==> src/verilog/pllm_pkg.sv <==
//----------------------------------------------------------------------
// Purpose : constants and types for the pll lock event monitor
// Assumes : one core clock, synchronous active-high reset
// Notes   : register indices are held here, data is 8 bits wide
//----------------------------------------------------------------------
package pllm_pkg;

	//------------------------------------------------------------------
	// register map
	//------------------------------------------------------------------
	localparam int          ADDR_W           = 2;
	localparam int          DATA_W           = 8;
	localparam logic [1:0]  PLL_LOCK_STATUS_IDX       = 2'h0;
	localparam logic [1:0]  PLL_EVENT_FLAGS_IDX       = 2'h1;
	localparam logic [1:0]  PLL_LOCK_LOSS_COUNTER_IDX = 2'h2;
	localparam logic [7:0]  REG_RESET_VAL    = 8'h00;

	//------------------------------------------------------------------
	// field positions
	//------------------------------------------------------------------
	localparam int          STS_LOCK_BIT     = 0;
	localparam int          STS_RAIL_LOW_BIT = 1;
	localparam int          STS_RAIL_HIGH_BIT = 2;
	localparam int          EVT_LOL_BIT      = 0;
	localparam int          EVT_RAIL_LOW_BIT = 1;
	localparam int          EVT_RAIL_HIGH_BIT = 2;
	localparam int          EVT_W            = 3;
	localparam int          CNT_W            = 4;
	localparam logic [3:0]  CNT_ZERO         = 4'h0;
	localparam logic [3:0]  CNT_MAX          = 4'hf;
	localparam logic [3:0]  CNT_ONE          = 4'h1;

	//------------------------------------------------------------------
	// debounce intervals in system clock cycles
	//------------------------------------------------------------------
	localparam int          DEB_W            = 16;
	localparam int          DEB_SHORT_CYC    = 570;
	localparam int          DEB_MID_CYC      = 5700;
	localparam int          DEB_LONG_CYC     = 57000;
	localparam logic [1:0]  DEB_SEL_NONE     = 2'h0;
	localparam logic [1:0]  DEB_SEL_SHORT    = 2'h1;
	localparam logic [1:0]  DEB_SEL_MID      = 2'h2;
	localparam logic [1:0]  DEB_SEL_LONG     = 2'h3;
	localparam logic [15:0] DEB_ZERO         = 16'h0000;
	localparam logic [15:0] DEB_ONE          = 16'h0001;

	//------------------------------------------------------------------
	// carriers
	//------------------------------------------------------------------
	typedef struct packed {
		logic [1:0] addr;
		logic       wr;
		logic [7:0] wdata;
	} pllm_reg_req_t;

	typedef struct packed {
		logic raw_lock;
		logic rail_high;
		logic rail_low;
	} pllm_det_t;

endpackage

==> src/verilog/pllm_monitor.sv <==
//----------------------------------------------------------------------
// Purpose : lock status, sticky events and loss-of-lock counter
// Assumes : detector inputs synchronous to i_core_clk (25 MHz)
// Notes   : read data is registered, one cycle after the address
//----------------------------------------------------------------------
// Functional notes
// RULE_01 - status bit 0 shows the live debounced lock indication
// RULE_02 - status bit 2 shows the live rail-high indication
// RULE_03 - status bit 1 shows the live rail-low indication
// RULE_04 - event bit 2 sets on rail-high and holds until cleared
// RULE_05 - event bit 1 sets on rail-low and holds until cleared
// RULE_06 - event bit 0 sets when lock falls and holds until cleared
// RULE_07 - an event flag clears only when software writes 1 to it
// RULE_08 - 4-bit counter counts each lock loss and saturates at 0xf
// RULE_09 - writing the counter loads the written value, 0 clears it
// RULE_10 - lock debounced by 0, 570, 5700 or 57000 cycles, 2-bit select
// RULE_11 - sticky lock mode keeps lock asserted once it first asserts
// RULE_12 - writing 0 leaves a flag alone; a hardware set beats a clear
// RULE_13 - registers reset to zero, reserved bits read zero
`timescale 1ns/100ps

module pllm_monitor
	import pllm_pkg::*;
#(
	parameter int DEB_MID_CYCLES  = DEB_MID_CYC,
	parameter int DEB_LONG_CYCLES = DEB_LONG_CYC
) (
	// clock, reset, enable
	input  wire logic          i_core_clk,
	input  wire logic          i_sys_rst,
	input  wire logic          i_clk_en,
	// lock detector indications
	input  wire pllm_det_t     i_det,
	// configuration
	input  wire logic [1:0]    i_lock_timer_sel,
	input  wire logic          i_sticky_lock_select,
	// register port
	input  wire pllm_reg_req_t i_reg_req,
	output logic [7:0]         o_reg_rdata,
	// debounced lock indication
	output logic               o_lock
);

	//------------------------------------------------------------------
	// helpers
	//------------------------------------------------------------------
	function automatic logic [3:0] sat_inc(input logic [3:0] v);
		sat_inc = (v == CNT_MAX) ? CNT_MAX : 4'(v + CNT_ONE);
	endfunction

	function automatic logic [15:0] deb_limit(input logic [1:0] sel);
		unique case (sel)
			DEB_SEL_NONE:  deb_limit = DEB_ZERO;
			DEB_SEL_SHORT: deb_limit = 16'(DEB_SHORT_CYC);
			DEB_SEL_MID:   deb_limit = 16'(DEB_MID_CYCLES);
			DEB_SEL_LONG:  deb_limit = 16'(DEB_LONG_CYCLES);
		endcase
	endfunction

	//------------------------------------------------------------------
	// state
	//------------------------------------------------------------------
	logic [15:0]      deb_cnt_reg;
	logic [15:0]      deb_cnt_next;
	logic             deb_reg;
	logic             deb_next;
	logic             lock_reg;
	logic             lock_next;
	logic [EVT_W-1:0] evt_reg;
	logic [EVT_W-1:0] evt_next;
	logic [3:0]       cnt_reg;
	logic [3:0]       cnt_next;
	logic [7:0]       rdata_next;

	//------------------------------------------------------------------
	// decode
	//------------------------------------------------------------------
	wire              wr_evt;
	wire              wr_cnt;
	wire [15:0]       limit;
	wire              differs;
	wire              settled;
	wire              lock_fall;
	wire [EVT_W-1:0]  evt_set;
	wire [EVT_W-1:0]  evt_clr;
	wire [3:0]        cnt_base;
	wire [7:0]        sts_word;

	assign wr_evt  = i_reg_req.wr && (i_reg_req.addr == PLL_EVENT_FLAGS_IDX);
	assign wr_cnt  = i_reg_req.wr &&
	                 (i_reg_req.addr == PLL_LOCK_LOSS_COUNTER_IDX);

	//------------------------------------------------------------------
	// debounce and sticky lock
	//------------------------------------------------------------------
	assign limit   = deb_limit(i_lock_timer_sel);
	assign differs = i_det.raw_lock != deb_reg;
	// raw level must hold for the whole interval before it is taken
	assign settled = (limit == DEB_ZERO) ||
	                 (deb_cnt_reg >= 16'(limit - DEB_ONE));           // [RULE_10]

	assign deb_next     = (differs && settled) ? i_det.raw_lock : deb_reg;
	assign deb_cnt_next = (!differs || settled) ? DEB_ZERO :
	                      16'(deb_cnt_reg + DEB_ONE);
	assign lock_next    = deb_next ||
	                      (i_sticky_lock_select && lock_reg);     // [RULE_11]
	assign lock_fall    = lock_reg && !lock_next;

	//------------------------------------------------------------------
	// event flags
	//------------------------------------------------------------------
	assign evt_set[EVT_LOL_BIT]       = lock_fall;                    // [RULE_06]
	assign evt_set[EVT_RAIL_LOW_BIT]  = i_det.rail_low;               // [RULE_05]
	assign evt_set[EVT_RAIL_HIGH_BIT] = i_det.rail_high;              // [RULE_04]
	assign evt_clr  = wr_evt ? i_reg_req.wdata[EVT_W-1:0] : '0;       // [RULE_07]
	assign evt_next = (evt_reg & ~evt_clr) | evt_set;                 // [RULE_12]

	//------------------------------------------------------------------
	// loss-of-lock counter
	//------------------------------------------------------------------
	// a loss in the write cycle counts on top of the written value
	assign cnt_base = wr_cnt ? i_reg_req.wdata[CNT_W-1:0] : cnt_reg;  // [RULE_09]
	assign cnt_next = lock_fall ? sat_inc(cnt_base) : cnt_base;       // [RULE_08]

	//------------------------------------------------------------------
	// read mux
	//------------------------------------------------------------------
	assign sts_word = {5'h00, i_det.rail_high, i_det.rail_low,       // [RULE_02]
	                   lock_reg};                                     // [RULE_01]

	always_comb begin
		unique case (i_reg_req.addr)
			PLL_LOCK_STATUS_IDX:       rdata_next = sts_word;         // [RULE_03]
			PLL_EVENT_FLAGS_IDX:       rdata_next = {5'h00, evt_reg};
			PLL_LOCK_LOSS_COUNTER_IDX: rdata_next = {4'h0, cnt_reg};  // [RULE_13]
			default:                   rdata_next = REG_RESET_VAL;
		endcase
	end

	//------------------------------------------------------------------
	// registers
	//------------------------------------------------------------------
	always_ff @(posedge i_core_clk) begin
		if (i_sys_rst) begin
			deb_cnt_reg <= DEB_ZERO;
			deb_reg     <= 1'b0;
			lock_reg    <= 1'b0;
			evt_reg     <= '0;                                        // [RULE_13]
			cnt_reg     <= CNT_ZERO;
			o_reg_rdata <= REG_RESET_VAL;
		end else if (i_clk_en) begin
			deb_cnt_reg <= deb_cnt_next;
			deb_reg     <= deb_next;
			lock_reg    <= lock_next;
			evt_reg     <= evt_next;
			cnt_reg     <= cnt_next;
			o_reg_rdata <= rdata_next;
		end
	end

	assign o_lock = lock_reg;

	//------------------------------------------------------------------
	// checks
	//------------------------------------------------------------------
	chk_status_lock_bit: assert property (                           // [RULE_01]
		@(posedge i_core_clk) disable iff (i_sys_rst)
		(i_clk_en && i_reg_req.addr == PLL_LOCK_STATUS_IDX)
		|=> o_reg_rdata[STS_LOCK_BIT] == $past(lock_reg))
		else $error("status lock bit does not follow lock");

	chk_status_rail_high: assert property (                          // [RULE_02]
		@(posedge i_core_clk) disable iff (i_sys_rst)
		(i_clk_en && i_reg_req.addr == PLL_LOCK_STATUS_IDX)
		|=> o_reg_rdata[STS_RAIL_HIGH_BIT] == $past(i_det.rail_high))
		else $error("status rail high bit wrong");

	chk_status_rail_low: assert property (                           // [RULE_03]
		@(posedge i_core_clk) disable iff (i_sys_rst)
		(i_clk_en && i_reg_req.addr == PLL_LOCK_STATUS_IDX)
		|=> o_reg_rdata[STS_RAIL_LOW_BIT] == $past(i_det.rail_low)
		&& o_reg_rdata[7:3] == 5'h00)
		else $error("status rail low bit or reserved bits wrong");

	chk_rail_high_event: assert property (                           // [RULE_04]
		@(posedge i_core_clk) disable iff (i_sys_rst)
		(i_clk_en && i_det.rail_high) |=> evt_reg[EVT_RAIL_HIGH_BIT])
		else $error("rail high event not set");

	chk_rail_low_event: assert property (                            // [RULE_05]
		@(posedge i_core_clk) disable iff (i_sys_rst)
		(i_clk_en && i_det.rail_low) |=> evt_reg[EVT_RAIL_LOW_BIT])
		else $error("rail low event not set");

	chk_lol_event_set: assert property (                             // [RULE_06]
		@(posedge i_core_clk) disable iff (i_sys_rst)
		(i_clk_en && lock_reg && !lock_next) ##1 i_clk_en
		|=> o_reg_rdata[EVT_LOL_BIT] ||
		    $past(i_reg_req.addr) != PLL_EVENT_FLAGS_IDX)
		else $error("loss of lock event not reported");

	chk_flag_clear_w1c: assert property (                            // [RULE_07]
		@(posedge i_core_clk) disable iff (i_sys_rst)
		(i_clk_en && $fell(evt_reg[EVT_LOL_BIT]) == 1'b0 &&
		 evt_reg[EVT_LOL_BIT] && !lock_fall &&
		 !(wr_evt && i_reg_req.wdata[EVT_LOL_BIT]))
		|=> evt_reg[EVT_LOL_BIT])
		else $error("loss of lock flag cleared without write of 1");

	chk_set_beats_clear: assert property (                           // [RULE_12]
		@(posedge i_core_clk) disable iff (i_sys_rst)
		(i_clk_en && wr_evt && i_reg_req.wdata[EVT_RAIL_LOW_BIT] &&
		 i_det.rail_low) |=> evt_reg[EVT_RAIL_LOW_BIT])
		else $error("clear won over a simultaneous set");

	chk_counter_saturate: assert property (                          // [RULE_08]
		@(posedge i_core_clk) disable iff (i_sys_rst)
		(i_clk_en && !wr_cnt && lock_fall)
		|=> cnt_reg == (($past(cnt_reg) == CNT_MAX) ? CNT_MAX :
		                4'($past(cnt_reg) + CNT_ONE)))
		else $error("loss of lock counter step wrong");

	chk_counter_load: assert property (                              // [RULE_09]
		@(posedge i_core_clk) disable iff (i_sys_rst)
		(i_clk_en && wr_cnt && !lock_fall)
		|=> cnt_reg == $past(i_reg_req.wdata[CNT_W-1:0]))
		else $error("counter write did not load");

	chk_debounce_none: assert property (                             // [RULE_10]
		@(posedge i_core_clk) disable iff (i_sys_rst)
		(i_clk_en && i_lock_timer_sel == DEB_SEL_NONE &&
		 !i_sticky_lock_select) |=> lock_reg == $past(i_det.raw_lock))
		else $error("zero debounce did not pass lock through");

	chk_debounce_wait: assert property (                             // [RULE_10]
		@(posedge i_core_clk) disable iff (i_sys_rst)
		(i_clk_en && i_lock_timer_sel == DEB_SEL_SHORT && differs &&
		 deb_cnt_reg < 16'(DEB_SHORT_CYC - 1)) |=> deb_reg == $past(deb_reg))
		else $error("lock taken before debounce interval");

	chk_sticky_lock_hold: assert property (                          // [RULE_11]
		@(posedge i_core_clk) disable iff (i_sys_rst)
		(i_clk_en && i_sticky_lock_select && lock_reg) |=> lock_reg)
		else $error("sticky lock dropped");

	chk_lock_follows_deb: assert property (                          // [RULE_11]
		@(posedge i_core_clk) disable iff (i_sys_rst)
		(i_clk_en && !i_sticky_lock_select) |=> lock_reg == deb_reg)
		else $error("real-time lock does not follow debounced lock");

	chk_debounce_mid: assert property (                              // [RULE_10]
		@(posedge i_core_clk) disable iff (i_sys_rst)
		(i_clk_en && i_lock_timer_sel == DEB_SEL_MID && differs &&
		 deb_cnt_reg < 16'(DEB_MID_CYCLES - 1))
		|=> deb_reg == $past(deb_reg))
		else $error("lock taken before mid debounce interval");

	chk_debounce_take: assert property (                             // [RULE_10]
		@(posedge i_core_clk) disable iff (i_sys_rst)
		(i_clk_en && i_lock_timer_sel == DEB_SEL_LONG && differs &&
		 deb_cnt_reg == 16'(DEB_LONG_CYCLES - 1))
		|=> deb_reg == $past(i_det.raw_lock))
		else $error("lock not taken at end of long debounce interval");

	chk_lol_event_fall: assert property (                            // [RULE_06]
		@(posedge i_core_clk) disable iff (i_sys_rst)
		(i_clk_en && lock_fall) |=> evt_reg[EVT_LOL_BIT])
		else $error("loss of lock flag not set on lock fall");

	chk_flags_no_drop: assert property (                             // [RULE_07]
		@(posedge i_core_clk) disable iff (i_sys_rst)
		(i_clk_en && !wr_evt) |=> ($past(evt_reg) & ~evt_reg) == '0)
		else $error("event flag dropped without a write");

	chk_zero_write_keeps: assert property (                          // [RULE_12]
		@(posedge i_core_clk) disable iff (i_sys_rst)
		(i_clk_en && wr_evt)
		|=> ($past(evt_reg) & ~$past(i_reg_req.wdata[EVT_W-1:0]) &
		     ~evt_reg) == '0)
		else $error("event flag cleared by a write of 0");

	chk_counter_hold: assert property (                              // [RULE_08]
		@(posedge i_core_clk) disable iff (i_sys_rst)
		(i_clk_en && !wr_cnt && !lock_fall) |=> cnt_reg == $past(cnt_reg))
		else $error("loss of lock counter moved without cause");

	chk_event_readback: assert property (                            // [RULE_13]
		@(posedge i_core_clk) disable iff (i_sys_rst)
		(i_clk_en && i_reg_req.addr == PLL_EVENT_FLAGS_IDX)
		|=> o_reg_rdata == {5'h00, $past(evt_reg)})
		else $error("event read data or reserved bits wrong");

	chk_counter_readback: assert property (                          // [RULE_13]
		@(posedge i_core_clk) disable iff (i_sys_rst)
		(i_clk_en && i_reg_req.addr == PLL_LOCK_LOSS_COUNTER_IDX)
		|=> o_reg_rdata == {4'h0, $past(cnt_reg)})
		else $error("counter read data or reserved bits wrong");

	chk_unmapped_zero: assert property (                             // [RULE_13]
		@(posedge i_core_clk) disable iff (i_sys_rst)
		(i_clk_en && i_reg_req.addr != PLL_LOCK_STATUS_IDX &&
		 i_reg_req.addr != PLL_EVENT_FLAGS_IDX &&
		 i_reg_req.addr != PLL_LOCK_LOSS_COUNTER_IDX)
		|=> o_reg_rdata == REG_RESET_VAL)
		else $error("unmapped read not zero");

	chk_reset_clears: assert property (                              // [RULE_13]
		@(posedge i_core_clk)
		i_sys_rst |=> (evt_reg == '0 && cnt_reg == CNT_ZERO &&
		               !lock_reg && o_reg_rdata == REG_RESET_VAL))
		else $error("registers not zero after reset");

endmodule

==> config.mk <==
export PLATFORM = sky130hd
export DESIGN_NAME = pllm_monitor
export DESIGN_NICKNAME = d
export VERILOG_FILES = /design/src/verilog/pllm_pkg.sv /design/src/verilog/pllm_monitor.sv
export SDC_FILE = /design/constraint.sdc
export NUM_CORES = 1
export LEC_CHECK = 0
export BUFFER_PORTS_ARGS = -buffer_cell sky130_fd_sc_hd__buf_2
export CAP_MARGIN = 30
export CELL_PAD_IN_SITES_DETAIL_PLACEMENT = 0
export CELL_PAD_IN_SITES_GLOBAL_PLACEMENT = 1
export CORE_MARGIN = 4
export CORE_UTILIZATION = 30
export DETAILED_ROUTE_END_ITERATION = 10
export PLACE_DENSITY = 0.69
export SETUP_SLACK_MARGIN = 0.3
export SYNTH_ARGS = -nofsm -noshare
export SYNTH_HDL_FRONTEND = slang
export SYNTH_SLANG_ARGS = --single-unit
==> constraint.sdc <==
create_clock -name i_core_clk -period 3.25 [get_ports i_core_clk]
set_clock_uncertainty 0.2 [all_clocks]
set_input_delay 0.65 -clock i_core_clk [delete_from_list [all_inputs] [get_ports i_core_clk]]
set_output_delay 0.65 -clock i_core_clk [all_outputs]
set_load 0.02 [all_outputs]
**After elaboration in Yosys (flattened, before gate mapping)**

Cells that the tools add are included.

- $add $sub $neg: 3
- Multiply operators: 0
- Div/mod/pow operators: 0
- Magnitude comparators: 1
- Equal/unequal tests: 7
- Shifts and indexed selects: 0
- Muxes and demuxes: 8
- Bitwise operators: 3
- Reductions and logical operators: 13

Operators by type and width:

| cell | number |
|---|---|
| case mux 16 bit (4 select lines) | 1 |
| adder 16 x 1 -> 16 bit, second input constant | 1 |
| greater-or-equal comparator 16 bit | 1 |
| zero test 16 bit | 1 |
| 2-to-1 mux 16 bit | 1 |
| subtractor 16 x 1 -> 16 bit, second input constant | 1 |
| 2-to-1 mux 4 bit | 3 |
| case mux 4 bit (3 select lines) | 1 |
| == test 2 bit, second input constant | 3 |
| logical AND 1 bit | 5 |
| adder 4 x 1 -> 4 bit, second input constant | 1 |
| == test 2 x 1 -> 1 bit, second input constant | 2 |
| == test 4 bit, second input constant | 1 |
| zero test 2 bit | 2 |
| AND 3 bit | 1 |
| logical OR 1 bit | 3 |
| 2-to-1 mux 3 bit | 1 |
| NOT 3 bit | 1 |
| bitwise OR 3 bit | 1 |
| zero test 1 bit | 2 |
| 2-to-1 mux 1 bit | 1 |
| != test 1 bit | 1 |

- Register bits after elaboration: 33
- Latch bits: 0
- Bits in writable memories: 0
- Memory bits (read-only): 0
- Output and inout port bits: 9
- Logic and storage cells: 41
- Memories kept: 0

**Logic depth before layout (Yosys ltp)**

Gate-level depths: netlist of the first run.

- Word-level depth: 11
- Gate-level depth with buffers: 11
- Mapped depth without buffers: 10

**Least setup slack after synthesis of the first run**

No wires, ideal clock.

- Path type: input -> register
- Start point: input port i_lock_timer_sel[0]
- End point: register cnt_reg[1]
- Setup time: 0.116 ns
- Arrival: 2.737 ns
- Path slack: 0.197 ns
- Stages on the path: 9
- Path buffers: 0
- Path through: inv_1 -> ha_1 -> ha_1 -> and3_4 -> a221o_1 -> a22oi_2 -> a21oi_1 -> or3_1 -> a41o_1

- Cells in the longest elaborated chain, start to end: 11
- Elaborated cells on any way between the ends: 15

Ends and longest elaborated chain:

| item | RTL line | source |
|---|---|---|
| start, declared | pllm_monitor.sv:35 | `input wire logic [1:0] i_lock_timer_sel,` |
| == test 2 bit, or another cell as far along | pllm_monitor.sv:52 | `unique case (sel)` |
| case mux 16 bit (4 select lines) * | pllm_monitor.sv:52 |  |
| subtractor 16 x 1 -> 16 bit | pllm_monitor.sv:100 | `(deb_cnt_reg >= 16'(limit - DEB_ONE));` |
| greater-or-equal comparator 16 bit | pllm_monitor.sv:100 |  |
| logical OR 1 bit * | pllm_monitor.sv:99 | `assign settled = (limit == DEB_ZERO) \|\|` |
| logical AND 1 bit * | pllm_monitor.sv:102 | `assign deb_next = (differs && settled) ? i_det.raw_lock : deb_reg;` |
| 2-to-1 mux 1 bit * | pllm_monitor.sv:102 |  |
| logical OR 1 bit * | pllm_monitor.sv:105 | `assign lock_next = deb_next \|\|` |
| zero test 1 bit * | pllm_monitor.sv:107 | `assign lock_fall = lock_reg && !lock_next;` |
| logical AND 1 bit * | pllm_monitor.sv:107 |  |
| 2-to-1 mux 4 bit * | pllm_monitor.sv:123 | `assign cnt_next = lock_fall ? sat_inc(cnt_base) : cnt_base;` |
| end signal, assigned | pllm_monitor.sv:156 | `cnt_reg <= cnt_next;` |
| end, declared | pllm_monitor.sv:71 | `logic [3:0] cnt_reg;` |

Every way passes the cells marked *; elsewhere a longest branch is shown, timed or not. The select of a mux whose other input is x is not followed.
A chain may end at the register's enable or synchronous reset.

**Worst setup path after layout of the first run**

- Start point: input port i_lock_timer_sel[1]
- End point: register cnt_reg[0]

The elaborated chain is that of the path after synthesis.

==> flow_summary_export.csv, run 1 <==
group,metric,value,unit
finish,nFillCells,643,
place,post-place-ws,-0.0507,ns
global_route,overflow,0,
finish,drive_above_1_share,0.259,
worst_setup_path,endpoint_kind,"flop",
yosys,yosysSeqAreaShare,0.305,
timing,fmax,343,MHz
worst_setup_path,worstPathRequired,3.22,ns
floorplan,dieArea,7680,um2
pwr,power-per-cell-area,379,nW/um2
place,place_area,2100,um2
finish,final_area,2370,um2
global_route,grt_usage,0.122,
finish,insertedDiodeCount,0,
yosys,synth-async-reset-ratio,0,
floorplan,ios,29,
worst_setup_path,worstPathArrival,2.88,ns
worst_setup_path,cpMostUsedCell,"ha_4",
clocking,cts-buffers-inserted,5,
clocking,cts_max_level,2,
timing,fin_setup_tns,0,ns
worst_hold_path,hold_path_class,"reg2reg",
place,gp_congestion,0.778,
clocking,path_clk_slew,0.07,ns
yosys,synthTopCellsByCount,"dfxtp_1 (29), nor2_1 (29), ha_1 (20)",
worst_setup_path,worstSetupPathType,"in2reg",
clocking,hold_buffers,0,
pwr,switching_share,0.251,
pwr,power.total,898,uW
timing,timing.final.crit_period,2.91,ns
pwr,clkPwrFrac,0.437,
route,drc,0,
pwr,combPwrFrac,0.148,
yosys,synth_edf_count,0,
timing,fin_crit_sh,0.896,
timing,rsz0062_at_grt,"true",
route,first_iter_violations,74,
global_route,grt_pass1_vias,1555,
worst_setup_path,critical_path.max_stage_delay,0.47,ns
finish,largest_register_ffs,16,
place,place.port_buffers,20,
yosys,synth_ff_type,"dfxtp_1",
yosys,ys_ff_latch,29,
timing,timing.hold.ws,0.267,ns
clocking,ctsLongestPathBuffers,2,
pwr,power.internal,673,uW
route,ant_nets,0,
global_route,grt_pass1_wl,7470,um
floorplan,start_util,0.316,
yosys,syn-cell-area,1900,um2
floorplan,core,6030,um2
route,post_drt_wl_per_cell,13.3,um
clocking,insertion_delay,0.28,ns
route,first_pass_iters,4,
timing,setup_viol,0,
finish,fin_cells,330,
outcome,status,"completed",
route,dr_total_vias,1656,
global_route,antenna_found_initial,0,
finish,final_util,0.394,
finish,nets,294,
clocking,root_buffer,"clkbuf_8",
place,dp_cells,315,
floorplan,fp.dieH,87.6,um
worst_setup_path,path_cells,"buf_2, inv_2, ha_4, ha_4, nand2_4, nor4_4, a41oi_2, and3_4, or4_1, o2111a_1",
floorplan,fp.dieW,87.6,um
yosys,synth_cell_type_count,46,
pwr,p_sw,225,uW
yosys,synth.avg_cell_area,8.57,um2
floorplan,rows,28,
clocking,cts_tree,"done",
pwr,leakagePower,0.987,nW
flow_run,maxCapViolCount,0,
finish,areaGrowthSynthToFinish,24.7,%
route,wl,4390,um
pwr,p_seq_frac,0.414,
place,dp_hpwl,3220,um
yosys,ys_warn_count,0,
yosys,synth_top_area_share,0.305,
worst_setup_path,cp_max_fo,6,
yosys,netlist_instances,222,
timing,hold_violations,0,
timing,slew_viol_final,0,
worst_setup_path,crit_slowest_cell,"or4_1",
route,routed_via_density,5.02,
yosys,yosys-top-cells-area,"dfxtp_1 (31%), ha_1 (13%), nor2_1 (5.7%)",
clocking,numClockSinks,29,
timing,fin_ws,0.337,ns
worst_setup_path,startpoint_type,"input pin",
yosys,yosysTopAreaCell,"dfxtp_1",
global_route,grt_max_degree,21,
pwr,ir_drop,0.173,mV
[layout by cell type, fill, tap and decap left out, drive strengths merged, types with 5 or more instances in the layout]
| cell | instances |
|---|---|
| buf | 31 |
| nor2 | 29 |
| dfxtp | 29 |
| ha | 20 |
| nand2 | 18 |
| a21oi | 15 |
| xor2 | 12 |
| o21ai | 12 |
| and3 | 8 |
| nand3 | 7 |
| nand4 | 6 |
| clkbuf | 6 |
| a211oi | 5 |
| conb | 5 |
| inv | 5 |
[cell type report]
type | count | area, um2 | area share
flip-flops and latches | 29 | 581 | 0.245
clock buffers | 6 | 82.6 | 0.0348
multi-input cells | 182 | 1360 | 0.573
well taps | 75 | 93.8 | 0.0396
clock inverters | 2 | 37.5 | 0.0158
inverters | 5 | 18.8 | 0.00791
repair buffers | 31 | 199 | 0.0839
[power groups by stage]
stage | clock (mW) | sequential [mW] | combinational, mW
6_report | 0.393 | 0.372 | 0.133
3_5_place_dp | 0 | 0.380 | 0.112
3_3_place_gp | 0 | 0.380 | 0.112
5_1_grt | 0.431 | 0.373 | 0.149
2_1_floorplan | 0 | 0.382 | 0.0788
4_1_cts | 0.413 | 0.372 | 0.114
[worst max-delay path: cells and delay by family]
kind                       cells  cell delay [ns]
and+or+nand+nor                4             1.11
AOI/OAI and AO/OA              2             0.39
buffers and inverters          2             0.16
adders and majority gates      2             0.57
[repair_timing]
action | CTS | global route
endpoints found under the setup margin | 17 | 20
pin swaps | 2 | 9
setup buffers | 1 | 6
resized for setup | 3 | 11
[routing by layer]
metal  up-vias  part of all wire  track usage
met3         4             0.033       0.0263
met2        23              0.46        0.188
li1        861                 -            -
met1       768              0.50        0.169
met4         0            0.0093       0.0377
met5         -                 0            0
[path summary, 6_finish.rpt]
kind | from | end | slack [ns] | depth (start not counted)
max | i_lock_timer_sel[1] | cnt_reg[0] | 0.34 | 10
min reg2reg | evt_reg[0] | evt_reg[0] | 0.27 | 2
min | evt_reg[0] | evt_reg[0] | 0.27 | 2
max reg2reg | deb_cnt_reg[9] | cnt_reg[0] | 0.76 | 7
[logic make-up (layout without fill, tap and decap cells)]
kind of cell | count (synthesis) | after routing | synth area share
muxes | 8 | 8 | 0.0447
other | 1 | 5 | 0.00197
AOI/OAI and AO/OA | 45 | 45 | 0.160
DFF | 29 | 29 | 0.305
and+or+nand+nor | 88 | 88 | 0.243
buffers and inverters | 15 | 44 | 0.0401
xor gates and xnor gates | 16 | 16 | 0.0736
adders and majority gates | 20 | 20 | 0.131
No activity file was read; power rests on OpenSTA's default activity.
==> run 2, diff against run 1 <==
--- a/config.mk
+++ b/config.mk
@@ -16,2 +16,3 @@
 export SETUP_SLACK_MARGIN = 0.3
+export SLEW_MARGIN = 20
 export SYNTH_ARGS = -nofsm -noshare
==> constraint.sdc (replaced) <==
create_clock -name i_core_clk -period 3.25 [get_ports i_core_clk]
set_clock_uncertainty 0.2 [all_clocks]
set_input_delay 0.4875 -clock i_core_clk [delete_from_list [all_inputs] [get_ports i_core_clk]]
set_output_delay 0.4875 -clock i_core_clk [all_outputs]
set_load 0.02 [all_outputs]
==> run 2 against run 1 <==
Compared with the run above:
- worst hold slack got worse by 0.0024 ns
- die area is the same
- clock-buffer cell count grew 1
- critical path depth up 2
- fmax is 2.3% higher
- non-clock buffer count fell by 4
- cell count decreased by 1.2%
- critical endpoint is now cnt_reg[1]
- largest cell class unchanged
- highest routed layer unchanged
==> flow_summary_export.csv, run 2 (synthesis results as in run 1) <==
group,metric,value,unit
floorplan,fp.dieW,87.6,um
place,post-place-ws,0.00307,ns
global_route,grt_pass1_vias,1564,
worst_setup_path,worstPathRequired,3.22,ns
place,gp_congestion,0.759,
clocking,cts-buffers-inserted,5,
timing,fmax,351,MHz
route,drc,0,
worst_hold_path,hold_path_class,"reg2reg",
pwr,power-per-cell-area,364,nW/um2
finish,drive_above_1_share,0.211,
floorplan,start_util,0.316,
route,routed_via_density,5.00,
global_route,antenna_found_initial,0,
clocking,insertion_delay,0.28,ns
floorplan,dieArea,7680,um2
global_route,grt_max_degree,19,
floorplan,core,6030,um2
worst_setup_path,cp_max_fo,7,
route,post_drt_wl_per_cell,13.0,um
clocking,numClockSinks,29,
worst_setup_path,endpoint_kind,"flop",
route,first_pass_iters,4,
finish,largest_register_ffs,16,
pwr,ir_drop,0.170,mV
worst_setup_path,startpoint_type,"input pin",
finish,nets,290,
floorplan,ios,29,
finish,final_util,0.374,
flow_run,maxCapViolCount,0,
worst_setup_path,worstPathArrival,2.82,ns
finish,insertedDiodeCount,0,
finish,final_cell_mix,"nor2_1 (29), dfxtp_1 (29), buf_2 (20)",
timing,setup_viol,0,
place,dp_hpwl,3130,um
place,place.port_buffers,20,
finish,fin_cells,326,
floorplan,fp.dieH,87.6,um
clocking,cts_max_level,2,
timing,timing.final.crit_period,2.85,ns
finish,multi_input_area,1290,um2
clocking,cts_tree,"done",
clocking,path_clk_slew,0.07,ns
timing,fin_setup_tns,0,ns
timing,slew_viol_final,0,
global_route,grt_pass1_wl,7110,um
finish,areaGrowthSynthToFinish,18.3,%
timing,fin_ws,0.402,ns
outcome,status,"completed",
worst_setup_path,worstSetupPathType,"in2reg",
clocking,hold_buffers,0,
route,ant_nets,0,
clocking,root_buffer,"clkbuf_8",
timing,hold_violations,0,
timing,rsz0062_at_grt,"false",
finish,register_area,581,um2
finish,nFillCells,642,
timing,fin_crit_sh,0.876,
route,dr_total_vias,1631,
global_route,overflow,0,
global_route,grt_usage,0.115,
floorplan,rows,28,
pwr,leakagePower,0.965,nW
route,wl,4250,um
route,first_iter_violations,45,
pwr,power.total,819,uW
clocking,ctsLongestPathBuffers,2,
place,dp_cells,316,
## run 2: final cells by class
cell class / count / share of cell area
inverters: 5 / 0.00834
multi-input cells: 182 / 0.574
flip-flops and latches: 29 / 0.258
well taps: 75 / 0.0417
clock inverters: 1 / 0.00222
repair buffers: 27 / 0.0734
clock buffers: 7 / 0.0428
## run 2: power by group
part | internal, mW | switching [mW] | leakage [nW]
Sequential | 0.364 | 0.00781 | 0.236
Combinational | 0.0506 | 0.0680 | 0.675
Clock | 0.191 | 0.137 | 0.0542
## run 2: path summary, 6_finish.rpt
check	start	end	slack [ns]	cells past startpoint
max reg2reg	deb_cnt_reg[5]	cnt_reg[1]	0.74	8
min	o_reg_rdata[3]	o_reg_rdata[3]	0.27	2
min reg2reg	o_reg_rdata[3]	o_reg_rdata[3]	0.27	2
max	i_lock_timer_sel[1]	cnt_reg[1]	0.40	12
## run 2: routing by layer
metal,up-vias,part of all wire,global-route usage
met1,744,0.50,0.150
met3,6,0.041,0.0273
met2,29,0.45,0.194
li1,852,-,-
met4,0,0.0085,0.0251
met5,-,0,0
## run 2: critical path, stage by stage
cell,delay [ns]
buf_2,0.11
buf_4,0.14
ha_2,0.17
nor2_1,0.11
ha_1,0.25
and3_4,0.19
a221o_1,0.35
a22oi_2,0.15
buf_4,0.18
a21oi_2,0.09
or3_1,0.36
a41o_1,0.23
## run 2: repair_timing
item                                    in CTS  in global routing
endpoints found under the hold margin        0                  0
endpoints found under the setup margin       1                  4
buffers inserted                             0                  2
gates resized for setup                      0                  6
cloned                                       0                  0
pin swaps                                    1                  5
## run 2: stage by stage
step           area (um2)  hold WS [ns]
3_3_place_gp         2100         0.250
5_1_grt              2250         0.280
6_report             2250         0.265
4_1_cts              2210         0.268
3_5_place_dp         2100         0.255
2_1_floorplan        1920         0.237
==> run 3, diff against run 2 <==
- CORE_ASPECT_RATIO: default -> 1.2
==> run 3 against run 2 <==
Compared with the run above:
- fmax is 0.77% higher
- non-clock buffer count shrank 4
- sequential power barely moved
- cell count grew 0.92%
- via count rose by 0.80%
- utilization down 0.47 points
- die area about the same
- power increased by 7.3%
- global-route usage is 0.69 points higher
- critical path type unchanged
- largest cell class unchanged
==> flow_summary_export.csv, run 3 (synthesis results as in run 1) <==
group,metric,value,unit
place,post-place-ws,0.0323,ns
floorplan,fp.dieH,95.3,um
finish,insertedDiodeCount,0,
clocking,root_buffer,"clkbuf_8",
route,drc,0,
route,routed_via_density,5.00,
pwr,power-per-cell-area,391,nW/um2
finish,final_area,2250,um2
global_route,antenna_found_initial,0,
clocking,hold_buffers,0,
worst_setup_path,worstPathRequired,3.23,ns
timing,fmax,354,MHz
timing,fin_crit_sh,0.870,
flow_run,maxCapViolCount,0,
floorplan,start_util,0.313,
global_route,grt_max_degree,28,
timing,timing.hold.ws,0.266,ns
route,first_iter_violations,41,
worst_setup_path,endpoint_kind,"flop",
finish,largest_register_ffs,16,
pwr,ir_drop,0.172,mV
route,first_pass_iters,4,
worst_setup_path,startpoint_type,"input pin",
timing,fin_ws,0.423,ns
route,post_drt_wl_per_cell,13.4,um
timing,rsz0062_at_grt,"false",
timing,fin_setup_tns,0,ns
clocking,cts-buffers-inserted,5,
outcome,status,"completed",
worst_hold_path,hold_path_class,"reg2reg",
finish,nFillCells,649,
clocking,numClockSinks,29,
timing,timing.final.crit_period,2.83,ns
global_route,grt_usage,0.122,
worst_setup_path,worstSetupPathType,"in2reg",
global_route,grt_pass1_vias,1565,
floorplan,dieArea,7690,um2
clocking,insertion_delay,0.28,ns
finish,nets,286,
clocking,ctsLongestPathBuffers,2,
clocking,path_clk_slew,0.06,ns
finish,final_cell_mix,"nor2_1 (29), dfxtp_1 (29), buf_2 (20)",
route,dr_total_vias,1644,
place,gp_congestion,0.768,
worst_setup_path,worstPathArrival,2.81,ns
place,place_area,2090,um2
place,dp_hpwl,3180,um
clocking,cts_tree,"done",
global_route,grt_pass1_wl,7250,um
clocking,cts_max_level,2,
finish,final_util,0.369,
finish,areaGrowthSynthToFinish,18.0,%
pwr,leakagePower,0.951,nW
timing,setup_viol,0,
timing,slew_viol_final,0,
route,ant_nets,0,
worst_setup_path,cp_max_fo,6,
finish,drive_above_1_share,0.194,
global_route,overflow,0,
floorplan,ios,29,
timing,hold_violations,0,
floorplan,fp.dieW,80.7,um
floorplan,core,6090,um2
route,wl,4400,um
floorplan,rows,31,
place,place.port_buffers,20,
[run 3: changes by cell type in the layout (fill, tap and decap cells not counted), sizes merged]
| cell | previous run | this run |
|---|---|---|
| clkinv | 1 | 0 |
| bufinv | 0 | 1 |
| buf | 27 | 23 |
[run 3: what timing repair did]
item / 4_1_cts / 5_1_grt
buffers inserted: 0 / 1
setup endpoints to repair: 0 / 4
resized for setup: 0 / 6
[run 3: final timing paths]
kind	to	from	slack (ns)	depth (start not counted)
max	cnt_reg[0]	i_lock_timer_sel[1]	0.42	11
max reg2reg	cnt_reg[0]	deb_cnt_reg[7]	0.75	7
min reg2reg	evt_reg[0]	evt_reg[0]	0.27	2
min	evt_reg[0]	evt_reg[0]	0.27	2
[run 3: stage by stage]
stage | cells | power, mW
3_3_place_gp | 320 | 0.491
4_1_cts | 328 | 0.888
6_report | 329 | 0.878
2_1_floorplan | 226 | 0.458
3_5_place_dp | 320 | 0.492
5_1_grt | 329 | 0.926
[run 3: where the power goes]
part | total, mW | leakage, nW | switching, mW | internal, mW
registers | 0.372 | 0.236 | 0.00773 | 0.365
clock network | 0.390 | 0.0585 | 0.140 | 0.250
logic | 0.116 | 0.657 | 0.0682 | 0.0481
[run 3: layout make-up]
| cell class | count | area [um2] | area share |
|---|---|---|---|
| multi-input cells | 182 | 1290 | 0.575 |
| flip-flops and latches | 29 | 581 | 0.258 |
| repair buffers | 23 | 135 | 0.0602 |
| well taps | 82 | 103 | 0.0457 |
| clock buffers | 7 | 86.3 | 0.0384 |
| clock inverters | 1 | 30.0 | 0.0134 |
| inverters | 5 | 18.8 | 0.00836 |
[run 3: layer usage]
metal  vias to the layer above  share of wire  track usage
met2                        31           0.49        0.206
li1                        843              -            -
met5                         -              0            0
met1                       764           0.46        0.145
met4                         0          0.013       0.0408
met3                         6          0.045       0.0397
[run 3: critical path, stage by stage]
cell and delay, ns:
buf_2 0.10, buf_4 0.14, ha_1 0.19, nor2_1 0.09, ha_1 0.24, and3_4 0.20, a221o_1 0.36, a22oi_2 0.24
a21oi_2 0.14, or4_1 0.49, o2111a_1 0.13
